[config.mk]
export PLATFORM = sky130hd
export DESIGN_NAME = rss_top
export DESIGN_NICKNAME = d
export VERILOG_FILES = /design/src/rtl/rss_pkg.sv /design/src/rtl/rss_sync2.sv /design/src/rtl/rss_top.sv
export SDC_FILE = /design/constraint.sdc
export NUM_CORES = 1
export LEC_CHECK = 0
export BUFFER_PORTS_ARGS = -buffer_cell sky130_fd_sc_hd__buf_2
export CAP_MARGIN = 10
export CORE_MARGIN = 3
export CORE_UTILIZATION = 57
export CTS_CLUSTER_DIAMETER = 40
export DETAILED_ROUTE_END_ITERATION = 12
export HOLD_SLACK_MARGIN = 0.15
export PLACE_DENSITY = 0.86
export RECOVER_POWER = 25
export REMOVE_ABC_BUFFERS = 1
export SETUP_SLACK_MARGIN = 0.5
export SYNTH_ARGS = -nofsm -noshare
export SYNTH_HDL_FRONTEND = slang
export SYNTH_SLANG_ARGS = --single-unit
export TNS_END_PERCENT = 10
[constraint.sdc]
create_clock -name SYS_CLK_IN -period 4.5 [get_ports SYS_CLK_IN]
set_input_delay 0.225 -clock SYS_CLK_IN [delete_from_list [all_inputs] [get_ports SYS_CLK_IN]]
set_output_delay 0.225 -clock SYS_CLK_IN [all_outputs]
set_load 0.02 [all_outputs]
[src/rtl/rss_pkg.sv]
/*
 package for the reset strap sampler: strap field layout, defaults,
 register map of the control/status registers reached over axi4-lite.
 assumes a single 125 mhz system clock domain.
*/
package rss_pkg;
   localparam int ADDR_W = 8;
   localparam int DATA_W = 32;
   localparam int CLK_MHZ = 125;
   // least hold time of hardware reset, ns, and derived cycle count
   localparam int RST_MIN_NS = 1000;
   localparam int RST_MIN_CYC = (RST_MIN_NS * CLK_MHZ + 999) / 1000;
   // register offsets (byte addresses)
   localparam logic [ADDR_W-1:0] OFS_STRAP_CTRL = 8'h00;
   localparam logic [ADDR_W-1:0] OFS_PORT_A = 8'h04;
   localparam logic [ADDR_W-1:0] OFS_PORT_B = 8'h08;
   localparam logic [ADDR_W-1:0] OFS_SCRATCH = 8'h0c;
   // port status field positions
   localparam int F_ADDR_LSB = 0;
   localparam int F_FIBER = 8;
   localparam int F_AUTONEG = 9;
   localparam int F_CAP_LSB = 10;
   localparam int F_FULL_DUPLEX = 12;
   localparam int F_SPEED100 = 13;
   localparam int F_LATCHED = 16;
   // pin defaults (internal pulls): address low, fiber low, autoneg straps high
   localparam logic [3:0] DEF_ADDR = 4'h0;
   localparam logic DEF_FIBER = 1'b0;
   localparam logic DEF_AUTONEG = 1'b1;
   localparam logic [1:0] DEF_CAP = 2'h3;
   localparam logic [1:0] BRESP_OKAY = 2'h0;
   localparam logic [1:0] BRESP_SLVERR = 2'h2;
   localparam logic [DATA_W-1:0] SCRATCH_RST = 32'h00000000;

   // raw straps of one port
   typedef struct packed {
      logic fiber;
      logic autoneg;
      logic cap_high;
      logic cap_low;
   } rss_port_strap_t;

   // resolved operating configuration of one port
   typedef struct packed {
      logic [4:0] mgmt_addr;
      logic fiber;
      logic autoneg;
      logic [1:0] capability;
      logic full_duplex;
      logic speed100;
   } rss_port_cfg_t;

   // axi4-lite slave channels
   typedef struct packed {
      logic awvalid;
      logic [ADDR_W-1:0] awaddr;
      logic wvalid;
      logic [DATA_W-1:0] wdata;
      logic [3:0] wstrb;
      logic bready;
      logic arvalid;
      logic [ADDR_W-1:0] araddr;
      logic rready;
   } rss_axil_req_t;

   typedef struct packed {
      logic awready;
      logic wready;
      logic bvalid;
      logic [1:0] bresp;
      logic arready;
      logic rvalid;
      logic [DATA_W-1:0] rdata;
      logic [1:0] rresp;
   } rss_axil_rsp_t;
endpackage

[src/rtl/rss_sync2.sv]
/*
 two flip-flop synchroniser for a bundle of pin levels.
 assumes inputs are asynchronous to clk; the first stage feeds only the second.
*/
`timescale 1ns/1ps
module rss_sync2 #(
   parameter int WIDTH = 1
) (
   input wire logic clk_in,
   input wire logic nrst_in,
   input wire logic [WIDTH-1:0] d_in,
   input wire logic [WIDTH-1:0] rst_val_in,
   output logic [WIDTH-1:0] q_out
);
   logic [WIDTH-1:0] meta;
   logic [WIDTH-1:0] unused_rst_val;

   assign unused_rst_val = rst_val_in;

   // resets to zero; both stages hold zero while nrst_in is low, even with clocks running
   always_ff @(posedge clk_in or negedge nrst_in) begin
      if (!nrst_in) begin
         meta <= '0;
         q_out <= '0;
      end else begin
         meta <= d_in;
         q_out <= meta;
      end
   end
endmodule // rss_sync2

[src/rtl/rss_top.sv]
/*
 reset strap sampler: watches the strap pins of a dual 10/100 transceiver
 while hardware reset is held, freezes them at release and resolves each
 port's management address and operating mode. axi4-lite slave for status.
 assumes SYS_CLK_IN runs during reset, straps are stable pulls on the pins,
 and reset stays low for at least the documented minimum hold time.
*/
`timescale 1ns/1ps
// Overview of operation
// strap pin levels are sampled while hardware reset is active
// values are frozen at reset release, before pins take normal functions
// four strapped address bits form management address bits four to one
// address bit zero is not strapped; it picks port a or port b
// port a answers at the even address, range 0 to 30
// port b answers at the odd address, range 1 to 31
// each port has a fiber strap; high enables fiber, low disables
// autoneg strap high runs autoneg with capability; low forces capability
// the two capability straps give forced or advertised mode
// in fiber mode the low capability strap alone picks duplex
// in fiber mode autoneg and high capability straps are ignored
// fiber mode runs only at 100 mb/s and never autonegotiates
// latched values stay constant until the next hardware reset
module rss_top
   import rss_pkg::*;
(
   input wire logic SYS_CLK_IN,
   input wire logic NRST_IN,
   input wire logic [3:0] STRAP_MGMT_ADDRESS_BITS_IN,
   input wire rss_pkg::rss_port_strap_t STRAP_PORT_A_IN,
   input wire rss_pkg::rss_port_strap_t STRAP_PORT_B_IN,
   input wire rss_pkg::rss_axil_req_t AXIL_REQ_IN,
   output rss_pkg::rss_axil_rsp_t AXIL_RSP_OUT,
   output rss_pkg::rss_port_cfg_t PORT_A_CFG_OUT,
   output rss_pkg::rss_port_cfg_t PORT_B_CFG_OUT,
   output logic CFG_VALID_OUT
);
   import rss_pkg::*;

   localparam int PIN_W = 12;

   logic [PIN_W-1:0] pin_raw;
   logic [PIN_W-1:0] pin_sync;
   logic [PIN_W-1:0] pin_rst_val;
   logic sampling;
   logic [3:0] phy_control_register;
   rss_port_strap_t strap_a;
   rss_port_strap_t strap_b;
   rss_port_cfg_t next_cfg_a;
   rss_port_cfg_t next_cfg_b;
   logic [DATA_W-1:0] scratch;
   logic aw_held;
   logic w_held;
   logic [ADDR_W-1:0] aw_addr;
   logic [DATA_W-1:0] w_data;
   logic [3:0] w_strb;
   logic [DATA_W-1:0] next_rdata;
   logic [1:0] next_rresp;
   logic bvalid;
   logic [1:0] bresp;
   logic rvalid;
   logic [DATA_W-1:0] rdata;
   logic [1:0] rresp;

   // pins gathered for the synchroniser
   assign pin_raw = {STRAP_MGMT_ADDRESS_BITS_IN, STRAP_PORT_A_IN, STRAP_PORT_B_IN};
   assign pin_rst_val = {DEF_ADDR, DEF_FIBER, DEF_AUTONEG, DEF_CAP,
                         DEF_FIBER, DEF_AUTONEG, DEF_CAP};

   // pins are asynchronous to the core clock; never reset, since the straps
   // must keep flowing through it while hardware reset is held
   rss_sync2 #(
      .WIDTH(PIN_W)
   ) u_pin_sync (
      .clk_in(SYS_CLK_IN),
      .nrst_in(1'b1),
      .d_in(pin_raw),
      .rst_val_in(pin_rst_val),
      .q_out(pin_sync)
   );

   // sampling window: open while reset is low, closed by the first clock after release.
   // the async reset forces a constant; capture happens in the clocked path below.
   always_ff @(posedge SYS_CLK_IN or negedge NRST_IN) begin
      if (!NRST_IN) begin
         sampling <= 1'b1;
      end else begin
         sampling <= 1'b0; // window ends at release
      end
   end

   // strap capture runs off the free clock, not the reset, so it is not reset itself;
   // it tracks the synchronised pins only while the window is open
   always_ff @(posedge SYS_CLK_IN) begin
      if (sampling) begin
         phy_control_register <= pin_sync[11:8];
         strap_a <= pin_sync[7:4];
         strap_b <= pin_sync[3:0];
      end
      // otherwise hold: later pin activity is ignored
   end

   // resolve one port's configuration from its latched straps
   function automatic rss_port_cfg_t resolve(input logic [3:0] addr_hi,
                                             input logic port_sel,
                                             input rss_port_strap_t s);
      rss_port_cfg_t c;
      c = '0;
      c.mgmt_addr = {addr_hi, port_sel}; // bit zero unstrapped, port select
      c.fiber = s.fiber;
      if (s.fiber) begin
         // autoneg and high capability are don't-care here
         c.autoneg = 1'b0;
         c.capability = {1'b0, s.cap_low};
         c.full_duplex = s.cap_low;
         c.speed100 = 1'b1;
      end else begin
         c.autoneg = s.autoneg;
         c.capability = {s.cap_high, s.cap_low}; // forced or advertised
         // high capability strap picks 100 mb/s, low picks full duplex
         c.full_duplex = s.cap_low;
         c.speed100 = s.cap_high;
      end
      return c;
   endfunction

   // port a even, port b odd
   always_comb begin
      next_cfg_a = resolve(phy_control_register, 1'b0, strap_a);
      next_cfg_b = resolve(phy_control_register, 1'b1, strap_b);
   end

   // configuration outputs registered; frozen with the straps
   always_ff @(posedge SYS_CLK_IN or negedge NRST_IN) begin
      if (!NRST_IN) begin
         PORT_A_CFG_OUT <= '0;
         PORT_B_CFG_OUT <= '0;
         CFG_VALID_OUT <= 1'b0;
      end else begin
         PORT_A_CFG_OUT <= next_cfg_a;
         PORT_B_CFG_OUT <= next_cfg_b;
         CFG_VALID_OUT <= ~sampling;
      end
   end

   // write address and data taken independently, in either order
   always_ff @(posedge SYS_CLK_IN or negedge NRST_IN) begin
      if (!NRST_IN) begin
         aw_held <= 1'b0;
         w_held <= 1'b0;
         aw_addr <= '0;
         w_data <= '0;
         w_strb <= '0;
      end else begin
         if (AXIL_REQ_IN.awvalid && !aw_held) begin
            aw_held <= 1'b1;
            aw_addr <= AXIL_REQ_IN.awaddr;
         end
         if (AXIL_REQ_IN.wvalid && !w_held) begin
            w_held <= 1'b1;
            w_data <= AXIL_REQ_IN.wdata;
            w_strb <= AXIL_REQ_IN.wstrb;
         end
         if (bvalid && AXIL_REQ_IN.bready) begin
            aw_held <= 1'b0;
            w_held <= 1'b0;
         end
      end
   end

   // response bundle packed in one place so each field has a single driver
   always_comb begin
      AXIL_RSP_OUT.awready = ~aw_held;
      AXIL_RSP_OUT.wready = ~w_held;
      AXIL_RSP_OUT.bvalid = bvalid;
      AXIL_RSP_OUT.bresp = bresp;
      AXIL_RSP_OUT.arready = ~rvalid;
      AXIL_RSP_OUT.rvalid = rvalid;
      AXIL_RSP_OUT.rdata = rdata;
      AXIL_RSP_OUT.rresp = rresp;
   end

   // write response and scratch register; strap registers are read only
   always_ff @(posedge SYS_CLK_IN or negedge NRST_IN) begin
      if (!NRST_IN) begin
         bvalid <= 1'b0;
         bresp <= BRESP_OKAY;
         scratch <= SCRATCH_RST;
      end else if (bvalid) begin
         if (AXIL_REQ_IN.bready) begin
            bvalid <= 1'b0;
         end
      end else if (aw_held && w_held) begin
         bvalid <= 1'b1;
         if (aw_addr == OFS_SCRATCH) begin
            bresp <= BRESP_OKAY;
            for (int i = 0; i < 4; i++) begin
               if (w_strb[i]) begin
                  scratch[i*8 +: 8] <= w_data[i*8 +: 8];
               end
            end
         end else begin
            // latched configuration cannot be rewritten by software
            bresp <= BRESP_SLVERR;
         end
      end
   end

   // read mux
   always_comb begin
      next_rdata = '0;
      next_rresp = BRESP_OKAY;
      case (AXIL_REQ_IN.araddr)
         OFS_STRAP_CTRL: begin
            next_rdata[3:0] = phy_control_register;
            next_rdata[F_LATCHED] = CFG_VALID_OUT;
         end
         OFS_PORT_A: begin
            next_rdata[F_SPEED100:F_ADDR_LSB] = {PORT_A_CFG_OUT.speed100,
               PORT_A_CFG_OUT.full_duplex, PORT_A_CFG_OUT.capability,
               PORT_A_CFG_OUT.autoneg, PORT_A_CFG_OUT.fiber, 3'h0,
               PORT_A_CFG_OUT.mgmt_addr};
         end
         OFS_PORT_B: begin
            next_rdata[F_SPEED100:F_ADDR_LSB] = {PORT_B_CFG_OUT.speed100,
               PORT_B_CFG_OUT.full_duplex, PORT_B_CFG_OUT.capability,
               PORT_B_CFG_OUT.autoneg, PORT_B_CFG_OUT.fiber, 3'h0,
               PORT_B_CFG_OUT.mgmt_addr};
         end
         OFS_SCRATCH: begin
            next_rdata = scratch;
         end
         default: begin
            next_rresp = BRESP_SLVERR;
         end
      endcase
   end

   // read channel: one cycle after the address is taken
   always_ff @(posedge SYS_CLK_IN or negedge NRST_IN) begin
      if (!NRST_IN) begin
         rvalid <= 1'b0;
         rdata <= '0;
         rresp <= BRESP_OKAY;
      end else if (rvalid) begin
         if (AXIL_REQ_IN.rready) begin
            rvalid <= 1'b0;
         end
      end else if (AXIL_REQ_IN.arvalid) begin
         rvalid <= 1'b1;
         rdata <= next_rdata;
         rresp <= next_rresp;
      end
   end
endmodule // rss_top

---- After elaboration in Yosys (flattened, before gate mapping) ----
Cells that the tools add are included.
storage, ports and cells
  bits in latches ......................... 0
  logic and storage cells ................. 83
  memories kept ........................... 0
  memory bits (writable) .................. 0
  bits in read-only memories .............. 0
  register bits ........................... 175
  input bits .............................. 71
operators by class
  equality and inequality tests ........... 4
  div/mod/pow operators ................... 0
  reductions and logical operators ........ 16
  order comparisons ....................... 0
  shifts and indexed selects .............. 0
  multiply operators ...................... 0
  bitwise operators ....................... 5
  $add $sub $neg .......................... 0
  multiplexer cells ....................... 19
operators with widths
  operator                                                          number
  10-bit case mux with 3 select lines                               1
  8-bit by 4-bit == test with 1-bit output (second input constant)  3
  4-bit case mux with 4 select lines                                1
  4-bit AND reduction                                               4
  15-bit 2-to-1 mux                                                 1
  1-bit 2-to-1 mux                                                  10
  5-bit 2-to-1 mux                                                  2
  8-bit by 3-bit == test with 1-bit output (second input constant)  1
  8-bit logical NOT                                                 1
  2-bit 2-to-1 mux                                                  3
  1-bit inverter                                                    5
  1-bit logical AND                                                 4
  2-bit AND reduction                                               2
  2-bit nonzero test                                                2
  4-bit OR reduction                                                1
  1-bit logical NOT                                                 2
  1-bit case mux with 2 select lines                                1

---- Depth between registers and ports, before layout ----
  word-level depth ........................ 4
  depth in mapped cells ................... 5

---- Modules after synthesis ----
A second synthesis with hierarchy kept.
second synthesis, totals
  cell total of the unflattened synthesis .. 425
  area total of the unflattened synthesis .. 6138.4 um^2
modules (own cells, without submodules)
  module     area an instance (um^2)  times used  cells an instance  sequential area each (um^2)
  rss_top    5537.8                   1           401                3639.7
  rss_sync2  600.6                    1           24                 600.6

---- Worst setup path before layout ----
OpenSTA, ideal clock, no wires.
  kind .................................... flip-flop to flip-flop
  start ................................... register aw_addr[5]
  end ..................................... register scratch[0]
  slack ................................... 2.987 ns
  required time ........................... 4.375 ns
  period minus slack after synthesis ...... 1.513 ns
  stages on the path, launching flop included .. 4
  arrival time ............................ 1.388 ns
  buffers on the path ..................... 0
  library setup time ...................... 0.125 ns
  cell sequence ........................... dfrtp_1 nor4_4 nand4_2 mux2_2
between the ends
  word-level cells in the longest chain between the ends .. 2
ends and longest elaborated chain
  item                                      line            RTL
  start: declaration                        rss_top.sv:53   logic [ADDR_W-1:0] aw_addr;
  start signal: assignment                  rss_top.sv:156  aw_addr <= AXIL_REQ_IN.awaddr;
  8-bit by 4-bit == test with 1-bit output  rss_top.sv:194  if (aw_addr == OFS_SCRATCH) begin
  4-bit AND reduction (no source line)      --
  end signal: indexed assignment            rss_top.sv:198  scratch[i*8 +: 8] <= w_data[i*8 +: 8];
  end: declaration                          rss_top.sv:50   logic [DATA_W-1:0] scratch;
Every way passes these cells.
A chain may end at the register's enable or synchronous reset.

---- Worst setup path in the final report ----
  start ................................... input AXIL_REQ_IN[7] in the netlist's numbering
  end ..................................... register rdata[16]
between the ends
  word-level cells in the longest chain between the ends .. 2
  elaborated cells on any way between the ends .. 3
  classes of those cells .................. 1 x eq/ne; 1 x mux; 1 x reduce/logical
ends and longest elaborated chain
  item                                                                                  line            RTL
  start: declaration                                                                    rss_top.sv:31   input wire rss_pkg::rss_axil_req_t AXIL_REQ_IN,
  8-bit by 4-bit == test with 1-bit output / 8-bit logical NOT (equally long branches)  rss_top.sv:212  case (AXIL_REQ_IN.araddr)
  1-bit case mux with 2 select lines (*)                                                rss_top.sv:212
  end signal: assignment                                                                rss_top.sv:250  rdata <= next_rdata;
  end: declaration                                                                      rss_top.sv:61   logic [DATA_W-1:0] rdata;
Mark *: on every way between the ends. The rest lies on a longest branch, timed or not.

==> flow_metrics.env <==
export IMPL_min_path_cells=3
export IMPL_antenna_found_initial=0
export IMPL_synth_area_leader_cell="dfrtp_1"
export IMPL_avgSynthCellArea_sq_um=14.2
export IMPL_start_util=0.602
export IMPL_via_per_inst=5.28
export IMPL_maxCapViolations=0
export IMPL_post_cts_resized=0
export IMPL_p_leak_nw=3.79
export IMPL_globalplace_congestion=0.814
export IMPL_hold_class="in2reg"
export IMPL_clock_latency_ns=0.53
export IMPL_cts_hold_buffers=64
export IMPL_fin_nets=684
export IMPL_syn_instance_count=425
export IMPL_yosys_most_used_dff="dfrtp_1"
export IMPL_core_sq_um=10000
export IMPL_io_buffer_count=131
export IMPL_critical_path_arrival_ns=2.60
export IMPL_synthSimpleGateAreaFrac=0.0665
export IMPL_cts_made_buffers=17
export IMPL_vias=4009
export IMPL_yosysMostFrequentCell="dfrtp_1"
export IMPL_grt_max_degree=132
export IMPL_crit_reg2reg_launch="rvalid"
export IMPL_ys_warn_count=0
export IMPL_setup_viol=0
export IMPL_synth_xor_area_frac=0
export IMPL_slew_headroom=0.249
export IMPL_start_kind="primary input"
export IMPL_drv_slew=0
export IMPL_syn_area_sq_um=6020
export IMPL_grt_pass1_vias=4244
export IMPL_dp_final_hpwl_mm=8.01
export IMPL_fin_total_pwr_w=0.00393
export IMPL_dieArea_sq_um=11800
export IMPL_tns_ns=0
export IMPL_globalRoute_totalOverflow=0
export IMPL_status="complete, no violations"
export IMPL_syn_to_final_growth_pct=31.6
export IMPL_rsz0062_at_grt="no"
export IMPL_synthMuxAreaShare=0.173
export IMPL_min_period_ns=2.18
export IMPL_yosys_register_bits=167
export IMPL_avgRoutedWirePerCell_um=17.9
export IMPL_seq_area_frac_synth=0.685
export IMPL_clkTransAtPathRegs_ns=0.07
export IMPL_synth_common_cells="130 x dfrtp_1, 87 x mux2_2, 53 x nand2_1, 32 x o21ai_0, 24 x dfxtp_1"
export IMPL_ys_async_sr_fraction=0.784
export IMPL_grtUsageTotal=0.240
export IMPL_min_period_over_period=0.485
export IMPL_drt_first_pass_iters=4
export IMPL_synth_area_leaders="dfrtp_1 54%, mux2_2 16%, dfxtp_1 8.0%, edfxtp_1 6.0%, nand2_1 3.3%"
export IMPL_synth_compound_area_frac=0.0439
export IMPL_ioPinCount=135
export IMPL_cts_sinks=167
export IMPL_critPathKind="in2reg"
export IMPL_tritoncts="yes"
export IMPL_power_density_nw_per_um2=496
export IMPL_hold_path_startpoint="AXIL_REQ_IN[4]"
export IMPL_ant_nets=0
export IMPL_hold_end="rdata[9]"
export IMPL_cp_data_required_time_ns=4.92
export IMPL_endpoint_kind="flop"
export IMPL_synth_edf_count=12
export IMPL_reg2reg_depth=3
export IMPL_die_y_um=109
export IMPL_synth_top_cell_area_share=0.541
export IMPL_drt_total_wl_mm=13.6
export IMPL_peakVddDrop_mv=0.460
export IMPL_cts_root_buf="clkbuf_8"
export IMPL_postCtsSetupRepairBufs=0
export IMPL_skew_ns=0.00897
export IMPL_antenna_diode_count=0
export IMPL_dr_first_iter_drc_count=199
export IMPL_max_freq_ghz=0.458
export IMPL_hold_viol_final=0
export IMPL_drc=0
export IMPL_ys_types=32
export IMPL_r2r_slack_ns=2.38
export IMPL_grt_pass1_wl_mm=20.8
export IMPL_htreeDepth=4
export IMPL_clock_path_buffers=2
export IMPL_r2r_end="rdata[3]"
export IMPL_max_slew_worst_pin_slew_ns=1.13
export IMPL_chipWidth_um=109
export IMPL_row_count=36
export IMPL_synth_adder_area_share=0
export IMPL_layout_drive_gt1_share=0.409
export IMPL_synth_top_family_by_area="multiplexers"
export IMPL_worstPathMaxFanout=3
-- registers in the layout, summed over array words and instances (netlist names), 3 cells and up --
signal,flops
PORT_B_CFG_OUT,9
w_data,32
aw_addr,8
w_strb,4
phy_control_register,4
u_pin_sync.q_out,12
PORT_A_CFG_OUT,6
strap_a,3
rdata,32
u_pin_sync.meta,12
strap_b,3
scratch,32
-- critical path: stages --
cell and delay [ns]:
dlygate4sd3_1 0.56, buf_2 0.13, nor2_1 0.17, dlygate4sd3_1 0.60, nand2_1 0.05, dlygate4sd3_1 0.59
o31ai_1 0.29
-- cells in the final DEF (no fill, tap or decap), drive strengths merged, types with 2 or more instances in the layout --
cell type | netlist | layout
nor2b | 8 | 8
inv | 5 | 9
nand4 | 5 | 5
edfxtp | 12 | 12
or2 | 2 | 2
nand2 | 53 | 53
conb | 2 | 5
dfrtp | 130 | 130
nor2 | 5 | 5
dlygate4sd3 | 0 | 64
a21oi | 3 | 3
o21ai | 32 | 32
nor4 | 2 | 2
mux2 | 87 | 87
clkinv | 0 | 6
mux2i | 6 | 6
clkbuf | 13 | 25
buf | 18 | 128
a22oi | 8 | 8
dfxtp | 24 | 24
-- where the power goes --
group          internal, W  total [W]  switching [W]
sequential         0.00180    0.00197       0.000175
clock             0.000787    0.00137       0.000587
combinational     0.000333   0.000586       0.000253
total              0.00292    0.00393        0.00101
-- metrics by stage --
stage	instances	area, sq um	util	worst slack, ns	hold WS (ns)
after floorplan	397	5860	-	1.94	-0.0706
after global placement	663	6720	0.672	2.50	0.310
after detailed placement	663	6720	0.672	2.35	0.315
after CTS	759	7930	0.793	2.32	0.182
after global routing	759	7920	0.792	2.18	0.204
final	759	7920	0.792	2.32	0.205
-- kinds of logic after synthesis --
kind of cell	count (synthesis)
compound gates	47
buf+inv	36
flops	167
mux	93
other cells	2
simple gates	80
-- metal layers --
layer,up-vias,global-route usage,share of wire
met2,164,0.424,0.54
li1,1826,-,-
met5,-,0,0
met4,0,0.103,0.028
met1,1986,0.263,0.37
met3,33,0.0799,0.063
-- final cells by class --
class / instances / area (sq um)
Clock inverter: 12 / 118
Tap cell: 133 / 166
Multi-Input combinational cell: 225 / 1730
Timing Repair Buffer: 197 / 1310
Inverter: 5 / 18.8
Clock buffer: 20 / 455
Fill cell: 568 / 2080
Sequential cell: 167 / 4120
-- worst max path at each step --
stage / end / cells past startpoint / from / slack (ns)
after floorplan: w_data[0] / 2 / w_held / 1.94
after global placement: rdata[13] / 3 / rvalid / 2.50
after detailed placement: rdata[13] / 3 / rvalid / 2.35
after CTS: rdata[3] / 3 / rvalid / 2.32
after global routing: rdata[3] / 3 / rvalid / 2.18
final: rdata[16] / 7 / AXIL_REQ_IN[7] / 2.32
(Power assumes the default switching activity.)
